--- config.mk ---
export PLATFORM = sky130hd
export DESIGN_NAME = dtw_top
export DESIGN_NICKNAME = d
export VERILOG_FILES = /design/src/shared/dtw_pkg.sv /design/src/logic/dtw_top.sv
export SDC_FILE = /design/constraint.sdc
export NUM_CORES = 1
export LEC_CHECK = 0
export ABC_AREA = 1
export BUFFER_PORTS_ARGS = -buffer_cell sky130_fd_sc_hd__buf_2
export CORE_MARGIN = 10
export CORE_UTILIZATION = 40
export CTS_BUF_LIST = sky130_fd_sc_hd__clkbuf_4
export DETAILED_ROUTE_END_ITERATION = 8
export RECOVER_POWER = 100
export SYNTH_ARGS = -nofsm -noshare
export SYNTH_HDL_FRONTEND = slang
export SYNTH_SLANG_ARGS = --single-unit
export TNS_END_PERCENT = 10
--- constraint.sdc ---
create_clock -name ref_clk -period 10.4 [get_ports ref_clk]
set_input_delay 2.08 -clock ref_clk [delete_from_list [all_inputs] [get_ports ref_clk]]
set_output_delay 2.08 -clock ref_clk [all_outputs]
set_load 0.05 [all_outputs]
--- src/shared/dtw_pkg.sv ---
// Register map, field positions and state codes for the dead-time waveform extension
package dtw_pkg;

  localparam int DTW_AW = 4;
  localparam int DTW_DW = 8;

  // Register addresses
  localparam logic [3:0] DTW_A_CTRL      = 4'h0;
  localparam logic [3:0] DTW_A_FLT_CTRL  = 4'h1;
  localparam logic [3:0] DTW_A_STATUS    = 4'h2;
  localparam logic [3:0] DTW_A_INT_MASK  = 4'h3;
  localparam logic [3:0] DTW_A_DT_LS_BUF = 4'h4;
  localparam logic [3:0] DTW_A_DT_HS_BUF = 4'h5;
  localparam logic [3:0] DTW_A_OVR_EN    = 4'h6;
  localparam logic [3:0] DTW_A_PAT_BUF   = 4'h7;
  localparam logic [3:0] DTW_A_DT_LS     = 4'h8;
  localparam logic [3:0] DTW_A_DT_HS     = 4'h9;
  localparam logic [3:0] DTW_A_EV_SEL    = 4'hA;
  localparam logic [3:0] DTW_A_STATE     = 4'hB;

  // Control register fields
  localparam int DTW_C_DTI_LSB = 0;
  localparam int DTW_C_PGM     = 4;
  localparam int DTW_C_COMMON_WAVEFORM_CHANNEL_MODE    = 5;
  localparam int DTW_C_HALT    = 6;

  // Fault control fields
  localparam int DTW_F_LATCH = 0;
  localparam int DTW_F_CLEAR = 1;

  // Status and interrupt mask fields
  localparam int DTW_S_FAULT = 0;
  localparam int DTW_S_DT_UPD  = 1;
  localparam int DTW_S_PAT_UPD = 2;

  // Live state fields
  localparam int DTW_T_FAULT = 0;
  localparam int DTW_T_DEAD  = 1;
  localparam int DTW_T_DTBV  = 2;
  localparam int DTW_T_PATBV = 3;

  // Reset values
  localparam logic [7:0] DTW_RST_ZERO = 8'h00;
  localparam logic [7:0] DTW_DT_ONE   = 8'h01;

  typedef enum logic [2:0]
  {
    DTW_FLT_OK      = 3'b001,
    DTW_FLT_HOLD    = 3'b010,
    DTW_FLT_RESTORE = 3'b100
  } dtw_flt_e;

endpackage

--- src/logic/dtw_top.sv ---
// Dead-time waveform extension: complementary outputs, pattern generator, fault unit
`timescale 1ns/1ps
`default_nettype none

module dtw_top
  import dtw_pkg::*;
#(
  parameter int N_CH          = 4,
  parameter int EV_W          = 8,
  parameter bit FLAWED_RESTORE = 1'b0
)
(
  input  wire logic              ref_clk,
  input  wire logic              rst,
  input  wire logic [DTW_AW-1:0] addr,
  input  wire logic [DTW_DW-1:0] wdata,
  input  wire logic              wr,
  input  wire logic              rd,
  output logic      [DTW_DW-1:0] rdata,
  input  wire logic              tc_wg_mode,
  input  wire logic [N_CH-1:0]   tc_wg,
  input  wire logic              tc_update,
  output logic                   tc_halt,
  input  wire logic [EV_W-1:0]   events,
  input  wire logic [2*N_CH-1:0] port_out_normal,
  output logic      [2*N_CH-1:0] pin_out,
  output logic                   irq
);

  localparam int PINS = 2 * N_CH;

  if (N_CH != 4 || EV_W < 1 || EV_W > DTW_DW)
  begin : g_bad_param
    $error("dtw_top: four channels and one to eight event lines are supported");
  end

  // Pin 2i carries the low side of channel i, pin 2i+1 the high side
  function automatic logic [PINS-1:0] pair_mask(input logic [N_CH-1:0] en);
    logic [PINS-1:0] m;
    m = '0;
    for (int i = 0; i < N_CH; i++)
    begin
      m[2*i]   = en[i];
      m[2*i+1] = en[i];
    end
    return m;
  endfunction

  function automatic logic hit(input logic [DTW_AW-1:0] a, input logic [DTW_AW-1:0] r);
    return a == r;
  endfunction

  logic [DTW_DW-1:0] ctrl;
  logic [DTW_DW-1:0] flt_ctrl;
  logic [DTW_DW-1:0] status;
  logic [DTW_DW-1:0] int_mask;
  logic [DTW_DW-1:0] dt_ls_buf;
  logic [DTW_DW-1:0] dt_hs_buf;
  logic [DTW_DW-1:0] dt_ls;
  logic [DTW_DW-1:0] dt_hs;
  logic [PINS-1:0]   ovr_en;
  logic [PINS-1:0]   pat_buf;
  logic [EV_W-1:0]   ev_sel;
  logic              dt_bv;
  logic              pat_bv;
  dtw_flt_e          flt_state;
  dtw_flt_e          next_flt_state;

  logic [DTW_DW-1:0] dt_cnt  [N_CH];
  logic [N_CH-1:0]   wg_prev;

  // Decoding
  wire logic [N_CH-1:0] dti_en    = ctrl[DTW_C_DTI_LSB +: N_CH];
  wire logic            pattern_generation_mode       = ctrl[DTW_C_PGM];
  wire logic            common_waveform_channel_mode      = ctrl[DTW_C_COMMON_WAVEFORM_CHANNEL_MODE];
  wire logic            halt_en   = ctrl[DTW_C_HALT];
  wire logic            any_feat  = (|dti_en) | pattern_generation_mode | common_waveform_channel_mode;
  wire logic            active    = tc_wg_mode & any_feat;
  wire logic            fault_evt = |(events & ev_sel);
  wire logic            wr_ctrl   = wr & hit(addr, DTW_A_CTRL);
  wire logic            wr_flt    = wr & hit(addr, DTW_A_FLT_CTRL);
  wire logic            wr_stat   = wr & hit(addr, DTW_A_STATUS);
  wire logic            wr_mask   = wr & hit(addr, DTW_A_INT_MASK);
  wire logic            wr_dtls   = wr & hit(addr, DTW_A_DT_LS_BUF);
  wire logic            wr_dths   = wr & hit(addr, DTW_A_DT_HS_BUF);
  wire logic            wr_ovr    = wr & hit(addr, DTW_A_OVR_EN);
  wire logic            wr_pat    = wr & hit(addr, DTW_A_PAT_BUF);
  wire logic            wr_evs    = wr & hit(addr, DTW_A_EV_SEL);
  wire logic            flt_clr   = wr_flt & wdata[DTW_F_CLEAR];
  wire logic            latched   = flt_ctrl[DTW_F_LATCH];
  wire logic            in_fault  = flt_state != DTW_FLT_OK;
  wire logic            dt_load   = tc_update & dt_bv;
  wire logic            pat_load  = tc_update & pat_bv & pattern_generation_mode;

  // Restore mapping; the flawed option reproduces older silicon for software tests
  wire logic [PINS-1:0] restore_val = (pattern_generation_mode && !FLAWED_RESTORE) ? pat_buf
                                                               : pair_mask(dti_en);

  // Per-channel waveform source and dead-time state
  logic [N_CH-1:0] wg_src;
  logic [N_CH-1:0] dead;
  logic [N_CH-1:0] ls_o;
  logic [N_CH-1:0] hs_o;
  always_comb
  begin
    for (int i = 0; i < N_CH; i++)
    begin
      wg_src[i] = common_waveform_channel_mode ? tc_wg[0] : tc_wg[i];
      dead[i]   = (dt_cnt[i] != DTW_RST_ZERO) | (wg_src[i] != wg_prev[i]);
      ls_o[i]   = wg_prev[i] & ~dead[i];
      hs_o[i]   = ~wg_prev[i] & ~dead[i];
    end
  end

  // Output value per pin: pattern mode spreads channel A, else inserter pairs
  logic [PINS-1:0] ext_val;
  always_comb
  begin
    for (int i = 0; i < N_CH; i++)
    begin
      ext_val[2*i]   = pattern_generation_mode ? tc_wg[0] : ls_o[i];
      ext_val[2*i+1] = pattern_generation_mode ? tc_wg[0] : hs_o[i];
    end
  end

  // Override held off whenever a fault is present, even in the cycle it arrives
  wire logic [PINS-1:0] ovr_live  = (active && !in_fault && !fault_evt) ? ovr_en : '0;
  wire logic [PINS-1:0] next_pins = (ovr_live & ext_val) | (~ovr_live & port_out_normal);

  assign tc_halt = halt_en & active & (|dead) & ~pattern_generation_mode;
  assign irq     = |(status & int_mask);

  // Fault sequencing
  always_comb
  begin
    next_flt_state = flt_state;
    case (flt_state)
      DTW_FLT_OK:
        if (fault_evt)
          next_flt_state = DTW_FLT_HOLD;
      DTW_FLT_HOLD:
        if (!fault_evt && (!latched || flt_clr))
          next_flt_state = DTW_FLT_RESTORE;
      DTW_FLT_RESTORE:
        next_flt_state = fault_evt ? DTW_FLT_HOLD : DTW_FLT_OK;
      default:
        next_flt_state = DTW_FLT_HOLD;
    endcase
  end

  always_ff @(posedge ref_clk or posedge rst)
  begin
    if (rst)
      flt_state <= DTW_FLT_HOLD;
    else
      flt_state <= next_flt_state;
  end

  // Override enable: fault clears it, restore reloads it, pattern update loads it
  always_ff @(posedge ref_clk or posedge rst)
  begin
    if (rst)
      ovr_en <= '0;
    else if (fault_evt || flt_state == DTW_FLT_HOLD)
      ovr_en <= '0;
    else if (flt_state == DTW_FLT_RESTORE)
      ovr_en <= restore_val;
    else if (wr_ovr)
      ovr_en <= wdata[PINS-1:0];
    else if (pat_load)
      ovr_en <= pat_buf;
  end

  // Control registers
  always_ff @(posedge ref_clk or posedge rst)
  begin
    if (rst)
    begin
      ctrl     <= DTW_RST_ZERO;
      flt_ctrl <= DTW_RST_ZERO;
      int_mask <= DTW_RST_ZERO;
      ev_sel   <= '0;
    end
    else
    begin
      if (wr_ctrl)
        ctrl <= wdata;
      if (wr_flt)
        flt_ctrl <= {wdata[DTW_DW-1:DTW_F_CLEAR+1], 1'b0, wdata[DTW_F_LATCH]};
      if (wr_mask)
        int_mask <= wdata;
      if (wr_evs)
        ev_sel <= wdata[EV_W-1:0];
    end
  end

  // Double buffers; working dead time moves only on the timer update
  always_ff @(posedge ref_clk or posedge rst)
  begin
    if (rst)
    begin
      dt_ls_buf <= DTW_DT_ONE;
      dt_hs_buf <= DTW_DT_ONE;
      dt_ls     <= DTW_DT_ONE;
      dt_hs     <= DTW_DT_ONE;
      pat_buf   <= '0;
      dt_bv     <= 1'b0;
      pat_bv    <= 1'b0;
    end
    else
    begin
      if (wr_dtls)
        dt_ls_buf <= wdata;
      if (wr_dths)
        dt_hs_buf <= wdata;
      if (dt_load)
      begin
        dt_ls <= dt_ls_buf;
        dt_hs <= dt_hs_buf;
      end
      dt_bv <= (wr_dtls | wr_dths) | (dt_bv & ~tc_update);
      if (wr_pat)
        pat_buf <= wdata[PINS-1:0];
      pat_bv <= wr_pat | (pat_bv & ~pat_load);
    end
  end

  // Dead-time counters, one per channel
  always_ff @(posedge ref_clk or posedge rst)
  begin
    if (rst)
    begin
      wg_prev <= '0;
      for (int i = 0; i < N_CH; i++)
        dt_cnt[i] <= DTW_RST_ZERO;
    end
    else
    begin
      for (int i = 0; i < N_CH; i++)
      begin
        if (wg_src[i] != wg_prev[i])
        begin
          wg_prev[i] <= wg_src[i];
          dt_cnt[i]  <= wg_src[i] ? dt_ls : dt_hs;
        end
        else if (dt_cnt[i] != DTW_RST_ZERO)
          dt_cnt[i] <= dt_cnt[i] - DTW_DT_ONE;
      end
    end
  end

  // Sticky status; a new event wins over a same-cycle write-one clear
  wire logic [DTW_DW-1:0] ev_set = (DTW_DW'(fault_evt & ~in_fault) << DTW_S_FAULT)
                                 | (DTW_DW'(dt_load) << DTW_S_DT_UPD)
                                 | (DTW_DW'(pat_load) << DTW_S_PAT_UPD);
  wire logic [DTW_DW-1:0] stat_clr = wr_stat ? wdata : DTW_RST_ZERO;

  always_ff @(posedge ref_clk or posedge rst)
  begin
    if (rst)
      status <= DTW_RST_ZERO;
    else
      status <= (status & ~stat_clr) | ev_set;
  end

  // Live state for software
  wire logic [DTW_DW-1:0] state_val = (DTW_DW'(in_fault) << DTW_T_FAULT)
                                    | (DTW_DW'(|dead) << DTW_T_DEAD)
                                    | (DTW_DW'(dt_bv) << DTW_T_DTBV)
                                    | (DTW_DW'(pat_bv) << DTW_T_PATBV);

  logic [DTW_DW-1:0] rd_mux;
  always_comb
  begin
    case (addr)
      DTW_A_CTRL:      rd_mux = ctrl;
      DTW_A_FLT_CTRL:  rd_mux = flt_ctrl;
      DTW_A_STATUS:    rd_mux = status;
      DTW_A_INT_MASK:  rd_mux = int_mask;
      DTW_A_DT_LS_BUF: rd_mux = dt_ls_buf;
      DTW_A_DT_HS_BUF: rd_mux = dt_hs_buf;
      DTW_A_OVR_EN:    rd_mux = DTW_DW'(ovr_en);
      DTW_A_PAT_BUF:   rd_mux = DTW_DW'(pat_buf);
      DTW_A_DT_LS:     rd_mux = dt_ls;
      DTW_A_DT_HS:     rd_mux = dt_hs;
      DTW_A_EV_SEL:    rd_mux = DTW_DW'(ev_sel);
      DTW_A_STATE:     rd_mux = state_val;
      default:         rd_mux = DTW_RST_ZERO;
    endcase
  end

  // Read data and pins come from flip-flops
  always_ff @(posedge ref_clk or posedge rst)
  begin
    if (rst)
    begin
      rdata   <= DTW_RST_ZERO;
      pin_out <= '0;
    end
    else
    begin
      rdata   <= rd ? rd_mux : DTW_RST_ZERO;
      pin_out <= next_pins;
    end
  end

endmodule

`default_nettype wire

# Word-level counts from Yosys, hierarchy flattened
# Cells that the tools add are included.
[word_totals]
reg_bits = 144
input_bits = 38
output_inout_bits = 18
word_cells = 171
[op_classes]
addsub = 4
eq_ne = 21
mux = 36
bitwise = 63
reduce_logical = 23
[ops]
columns = ["cell", "n"]
rows = [
  ["8-bit two-way mux", 20],
  ["8-bit case mux with 12 select lines", 1],
  ["8-bit AND", 5],
  ["8-bit nonzero test", 4],
  ["8-bit by 1-bit subtractor with 8-bit output (second input constant)", 4],
  ["1-bit AND", 27],
  ["4-bit by 3-bit == test with 1-bit output (second input constant)", 4],
  ["4-bit == test (second input constant)", 4],
  ["8-bit NOT", 2],
  ["8-bit OR", 2],
  ["8-bit OR reduction", 2],
  ["1-bit two-way mux", 11],
  ["1-bit NOT", 11],
  ["1-bit OR", 9],
  ["3-bit case mux with 3 select lines", 1],
  ["1-bit by 8-bit AND with 8-bit output", 1],
  ["4-bit by 2-bit == test with 1-bit output (second input constant)", 2],
  ["1-bit NOT with 8-bit output", 1],
  ["8-bit by 2-bit OR with 8-bit output", 1],
  ["8-bit by 3-bit OR with 8-bit output", 1],
  ["2-bit nonzero test", 4],
  ["4-bit OR reduction", 2],
  ["3-bit two-way mux", 2],
  ["4-bit by 1-bit == test with 1-bit output (second input constant)", 1],
  ["other kinds (16)", 25],
]

# Longest topological paths before layout
[depth]
ltp_word = 10
depth_mapped = 10

# Worst setup path after synthesis
# No wires, ideal clock.
[synth_timing]
path_type = "input -> output"
from = "in tc_wg[0]"
to = "out tc_halt"
t_arrival_ns = 3.471
path_slack_ns = 4.849
path_stages = 9
n_path_buf = 1
cell_sequence = "buf_2 -> nor2_1 -> inv_1 -> nand2_1 -> nand3_1 -> nor2_1 -> nand2_1 -> nand3_1 -> nor2_1"
[synth_between]
elab_chain_len = 6
elab_cells_between_ends = 14
[synth_lines]
columns = ["item", "line_no", "text"]
rows = [
  ["from (decl)", "dtw_top.sv:21", "input wire logic [N_CH-1:0] tc_wg,"],
  ["1-bit two-way mux", "dtw_top.sv:108", "wg_src[i] = common_waveform_channel_mode ? tc_wg[0] : tc_wg[i];"],
  ["1-bit != test", "dtw_top.sv:109", "dead[i] = (dt_cnt[i] != DTW_RST_ZERO) | (wg_src[i] != wg_prev[i]);"],
  ["1-bit OR", "dtw_top.sv:109", ""],
  ["4-bit OR reduction (*)", "dtw_top.sv:130", "assign tc_halt = halt_en & active & (|dead) & ~pattern_generation_mode;"],
  ["1-bit AND (*) (2 in a row)", "dtw_top.sv:130", ""],
  ["to (decl)", "dtw_top.sv:23", "output logic tc_halt,"],
]
# Every way passes the cells marked *; elsewhere a longest branch is shown, timed or not.

==> flow_metrics.py <==
metrics = {
    "global_routing": {
        "grt_usage_pct": 19.1,
        "grt_pass1_wl_um": 36200,
        "grt_max_degree": 88,
        "overflow": 0,
        "grt_pass1_vias": 6510,
        "antenna_found_initial": 0,
    },
    "floorplan": {
        "initial_utilization_pct": 40.6,
        "num_rows": 50,
        "die_y_um": 158,
        "die_area_sq_um": 24900,
        "pin_count": 56,
        "core_area_sq_um": 18700,
        "die_w_um": 158,
    },
    "synth": {
        "syn_inst": 1002,
        "postSynthAreaPerCell_sq_um": 7.58,
        "yosysSeqAreaShare_pct": 47.5,
        "post-synth-top-area-cell": "dfrtp_1",
        "yosysWarnings": 0,
        "synth.distinct_cells": 34,
        "synth_area_leaders": "dfrtp_1 46%, nand2_1 13%, o21ai_0 9.5%, inv_1 7.1%, nor2_1 4.6%",
        "synth_fp_nets": 1048,
        "syn_area_sq_um": 7590,
        "yosys_register_bits": 144,
        "netlist.area_leader.share_pct": 45.8,
    },
    "setup_path": {
        "cp-startpoint": "rst",
        "rr_endpoint": "ovr_en[1]",
        "endpoint": "dt_cnt[22]",
        "regToRegStartpoint": "ctrl[4]",
        "rr_worst_depth": 6,
        "cp_data_required_time_ps": 10420,
        "path_buf_inv": 3,
        "critical-path-max-stage-delay_ps": 2280,
        "cp_slowest_cell": "clkbuf_1",
        "path_delay_family": "buffers and inverters",
        "r2r_slack_ps": 8120,
        "setup.worst_path.start_class": "input pin",
        "path_cells": "buf_2 > clkinvlp_2 > clkbuf_1",
        "crit_arrival_ps": 6710,
        "cp-end-kind": "async pin",
        "path_depth": 3,
        "crit_fanout": 87,
        "path_class": "in -> async",
    },
    "cts": {
        "cts_hold_buf": 0,
        "clock_sinks": 144,
        "cts_setup_buffers": 0,
        "numCtsBuffers": 17,
        "cts.repair.resized": 0,
        "h-tree-depth": 4,
        "clk_pin_slew_worst_paths_ps": 120,
        "tritoncts": "done",
        "cts-root-buf": "clkbuf_4",
        "clockBufferDepth": 2,
        "worstSkewPairLatency_ps": 570,
    },
    "sta": {
        "tns_ps": 0,
        "period_share_pct": 64.3,
        "slew_violations": 147,
        "rsz0062_at_grt": "false",
        "worstMarginPinSlew_ps": 3920,
        "finalClockSkew_ps": 10.7,
        "finalWorstSetupSlack_ps": 3710,
        "hold_viol": 0,
        "max_freq_ghz": 0.150,
        "period_needed_ps": 6690,
        "maxSlewHeadroom_pct": -163,
        "setup_violations": 0,
    },
    "detailed_routing": {
        "vias_per_cell": 5.21,
        "drtIter0Drc": 572,
        "drc": 0,
        "firstDrtPassIters": 6,
        "drt_wl_total_um": 23100,
        "vias": 6799,
        "wire_per_inst_um": 17.7,
        "ant_nets": 0,
    },
    "cells_and_area": {
        "layout_common_cells": "261 x nand2_1, 145 x o21ai_0, 144 x inv_1",
        "post-route-util_pct": 43.8,
        "syn2layout_area_growth_pct": 7.88,
        "diodes": 0,
        "final_layout_size_suffix_gt1_share_pct": 6.54,
        "fin_nets": 1103,
        "layout_commonest_cell": "nand2_1",
    },
    "min_path": {
        "min_path_cells": 2,
        "hold_path.class": "reg -> reg",
    },
    "place": {
        "post-place-ws_ps": 4600,
        "routabilityCongestion": 0.929,
        "post-dp-hpwl_um": 17100,
        "io_buffer_count": 55,
    },
    "pwr": {
        "p_int_mw": 1.02,
        "p_switching_uw": 702,
        "combPwrFrac_pct": 33.5,
        "p_sw_share_pct": 40.7,
        "power_density_nw_per_um2": 211,
        "p_leak_nw": 4.11,
        "ir_drop_mv": 0.0890,
        "clockPowerShare_pct": 19.0,
        "power_frac_seq_pct": 47.5,
    },
    "flow_run": {
        "drv_cap": 2,
    },
    "status": {
        "violations": "max-capacitance violations, max-slew violations",
        "status": "complete, but fails checks",
    },
}
[sequential cells by signal, indices dropped and copies added (netlist names), 4 cells and up]
name and count:
int_mask 8, wg_prev 4, rdata 8, dt_ls_buf 8
status 8, flt_ctrl 7, dt_hs 8, ovr_en 8
ev_sel 8, pat_buf 8, dt_ls 8, dt_hs_buf 8
pin_out 8, dt_cnt 32, ctrl 8
[cell type report]
type | count | area, sq um
Timing Repair Buffer | 57 | 258
Fill cell | 2009 | 10500
Multi-Input combinational cell | 691 | 3240
Sequential cell | 144 | 3610
Tap cell | 234 | 293
Clock buffer | 23 | 173
Inverter | 146 | 549
Clock inverter | 9 | 67.6
[cell usage after synthesis]
master	count
nand3_1	45
nor3_1	6
nor2_4	7
xor2_1	10
dfrtp_1	139
ha_1	8
or2_2	1
nand3_2	1
xnor2_1	2
o22ai_1	33
nor2_2	3
nand4_1	5
a22oi_1	12
o21ai_0	144
a211oi_1	1
clkbuf_1	11
o2bb2ai_1	3
inv_1	144
o31ai_1	1
nor3_2	1
a31oi_1	2
nand2_2	6
o21bai_1	1
a221oi_1	2
a21oi_1	38
nor2_1	93
nand2_4	1
buf_6	2
o211ai_1	9
dfstp_2	5
inv_2	2
o21ai_1	2
buf_2	8
nand2_1	254
[power by group through the flow]
stage	Combinational, mW	Clock, mW	Sequential (mW)
floorplan	0.433	0	0.798
global placement	0.582	0	0.828
detailed placement	0.587	0	0.827
CTS	0.589	0.336	0.816
global route	0.662	0.360	0.836
finish	0.578	0.327	0.819
[metrics by stage]
step                      cell area [sq um]  hold slack [ps]  std cells  total power [mW]
after floorplan                        7590              453       1002              1.23
after global placement                 8080              468       1272              1.41
after detailed placement               8080              473       1272              1.41
after CTS                              8320              502       1304              1.74
after global routing                   8190              516       1304              1.86
final                                  8190              496       1304              1.72
[worst min-delay path by stage]
stage	startpoint	end	slack (ps)
after CTS	dt_hs_buf[5]	dt_hs_buf[5]	500
after global placement	dt_hs_buf[5]	dt_hs_buf[5]	470
final	dt_ls_buf[5]	dt_ls_buf[5]	500
after global routing	dt_hs_buf[0]	dt_hs_buf[0]	520
after floorplan	ctrl[2]	ctrl[2]	450
after detailed placement	dt_hs_buf[5]	dt_hs_buf[5]	470
[routing by layer]
layer / wire, um / up-vias / track usage [%] / part of all wire [%]
li1: - / 3374 / - / -
met1: 10600 / 3165 / 25.5 / 46
met2: 10500 / 230 / 30.0 / 45
met3: 1570 / 30 / 4.21 / 6.8
met4: 516 / 0 / 6.01 / 2.2
met5: 0 / - / 0 / 0
[worst reg2reg max path, cell delays in order (launching register included)]
cell and delay [ps]:
dfrtp_1 710, inv_1 420, nor2_1 250, nor3_1 90, nor2_1 430, nand3_1 150
o21ai_0 150
[cell families (layout without fill, tap and decap cells)]
logic type	count (synthesis)	count (layout)	share of synthesized area, %
buffers and inverters	167	235	8.59
AND/OR/NAND/NOR	423	423	23.2
adder cells (fa/ha/maj)	8	8	1.32
flip-flops	144	144	47.5
AO/OA/AOI/OAI	248	248	18.0
XOR/XNOR	12	12	1.38
Note: power is estimated with default switching activity, not from simulation.
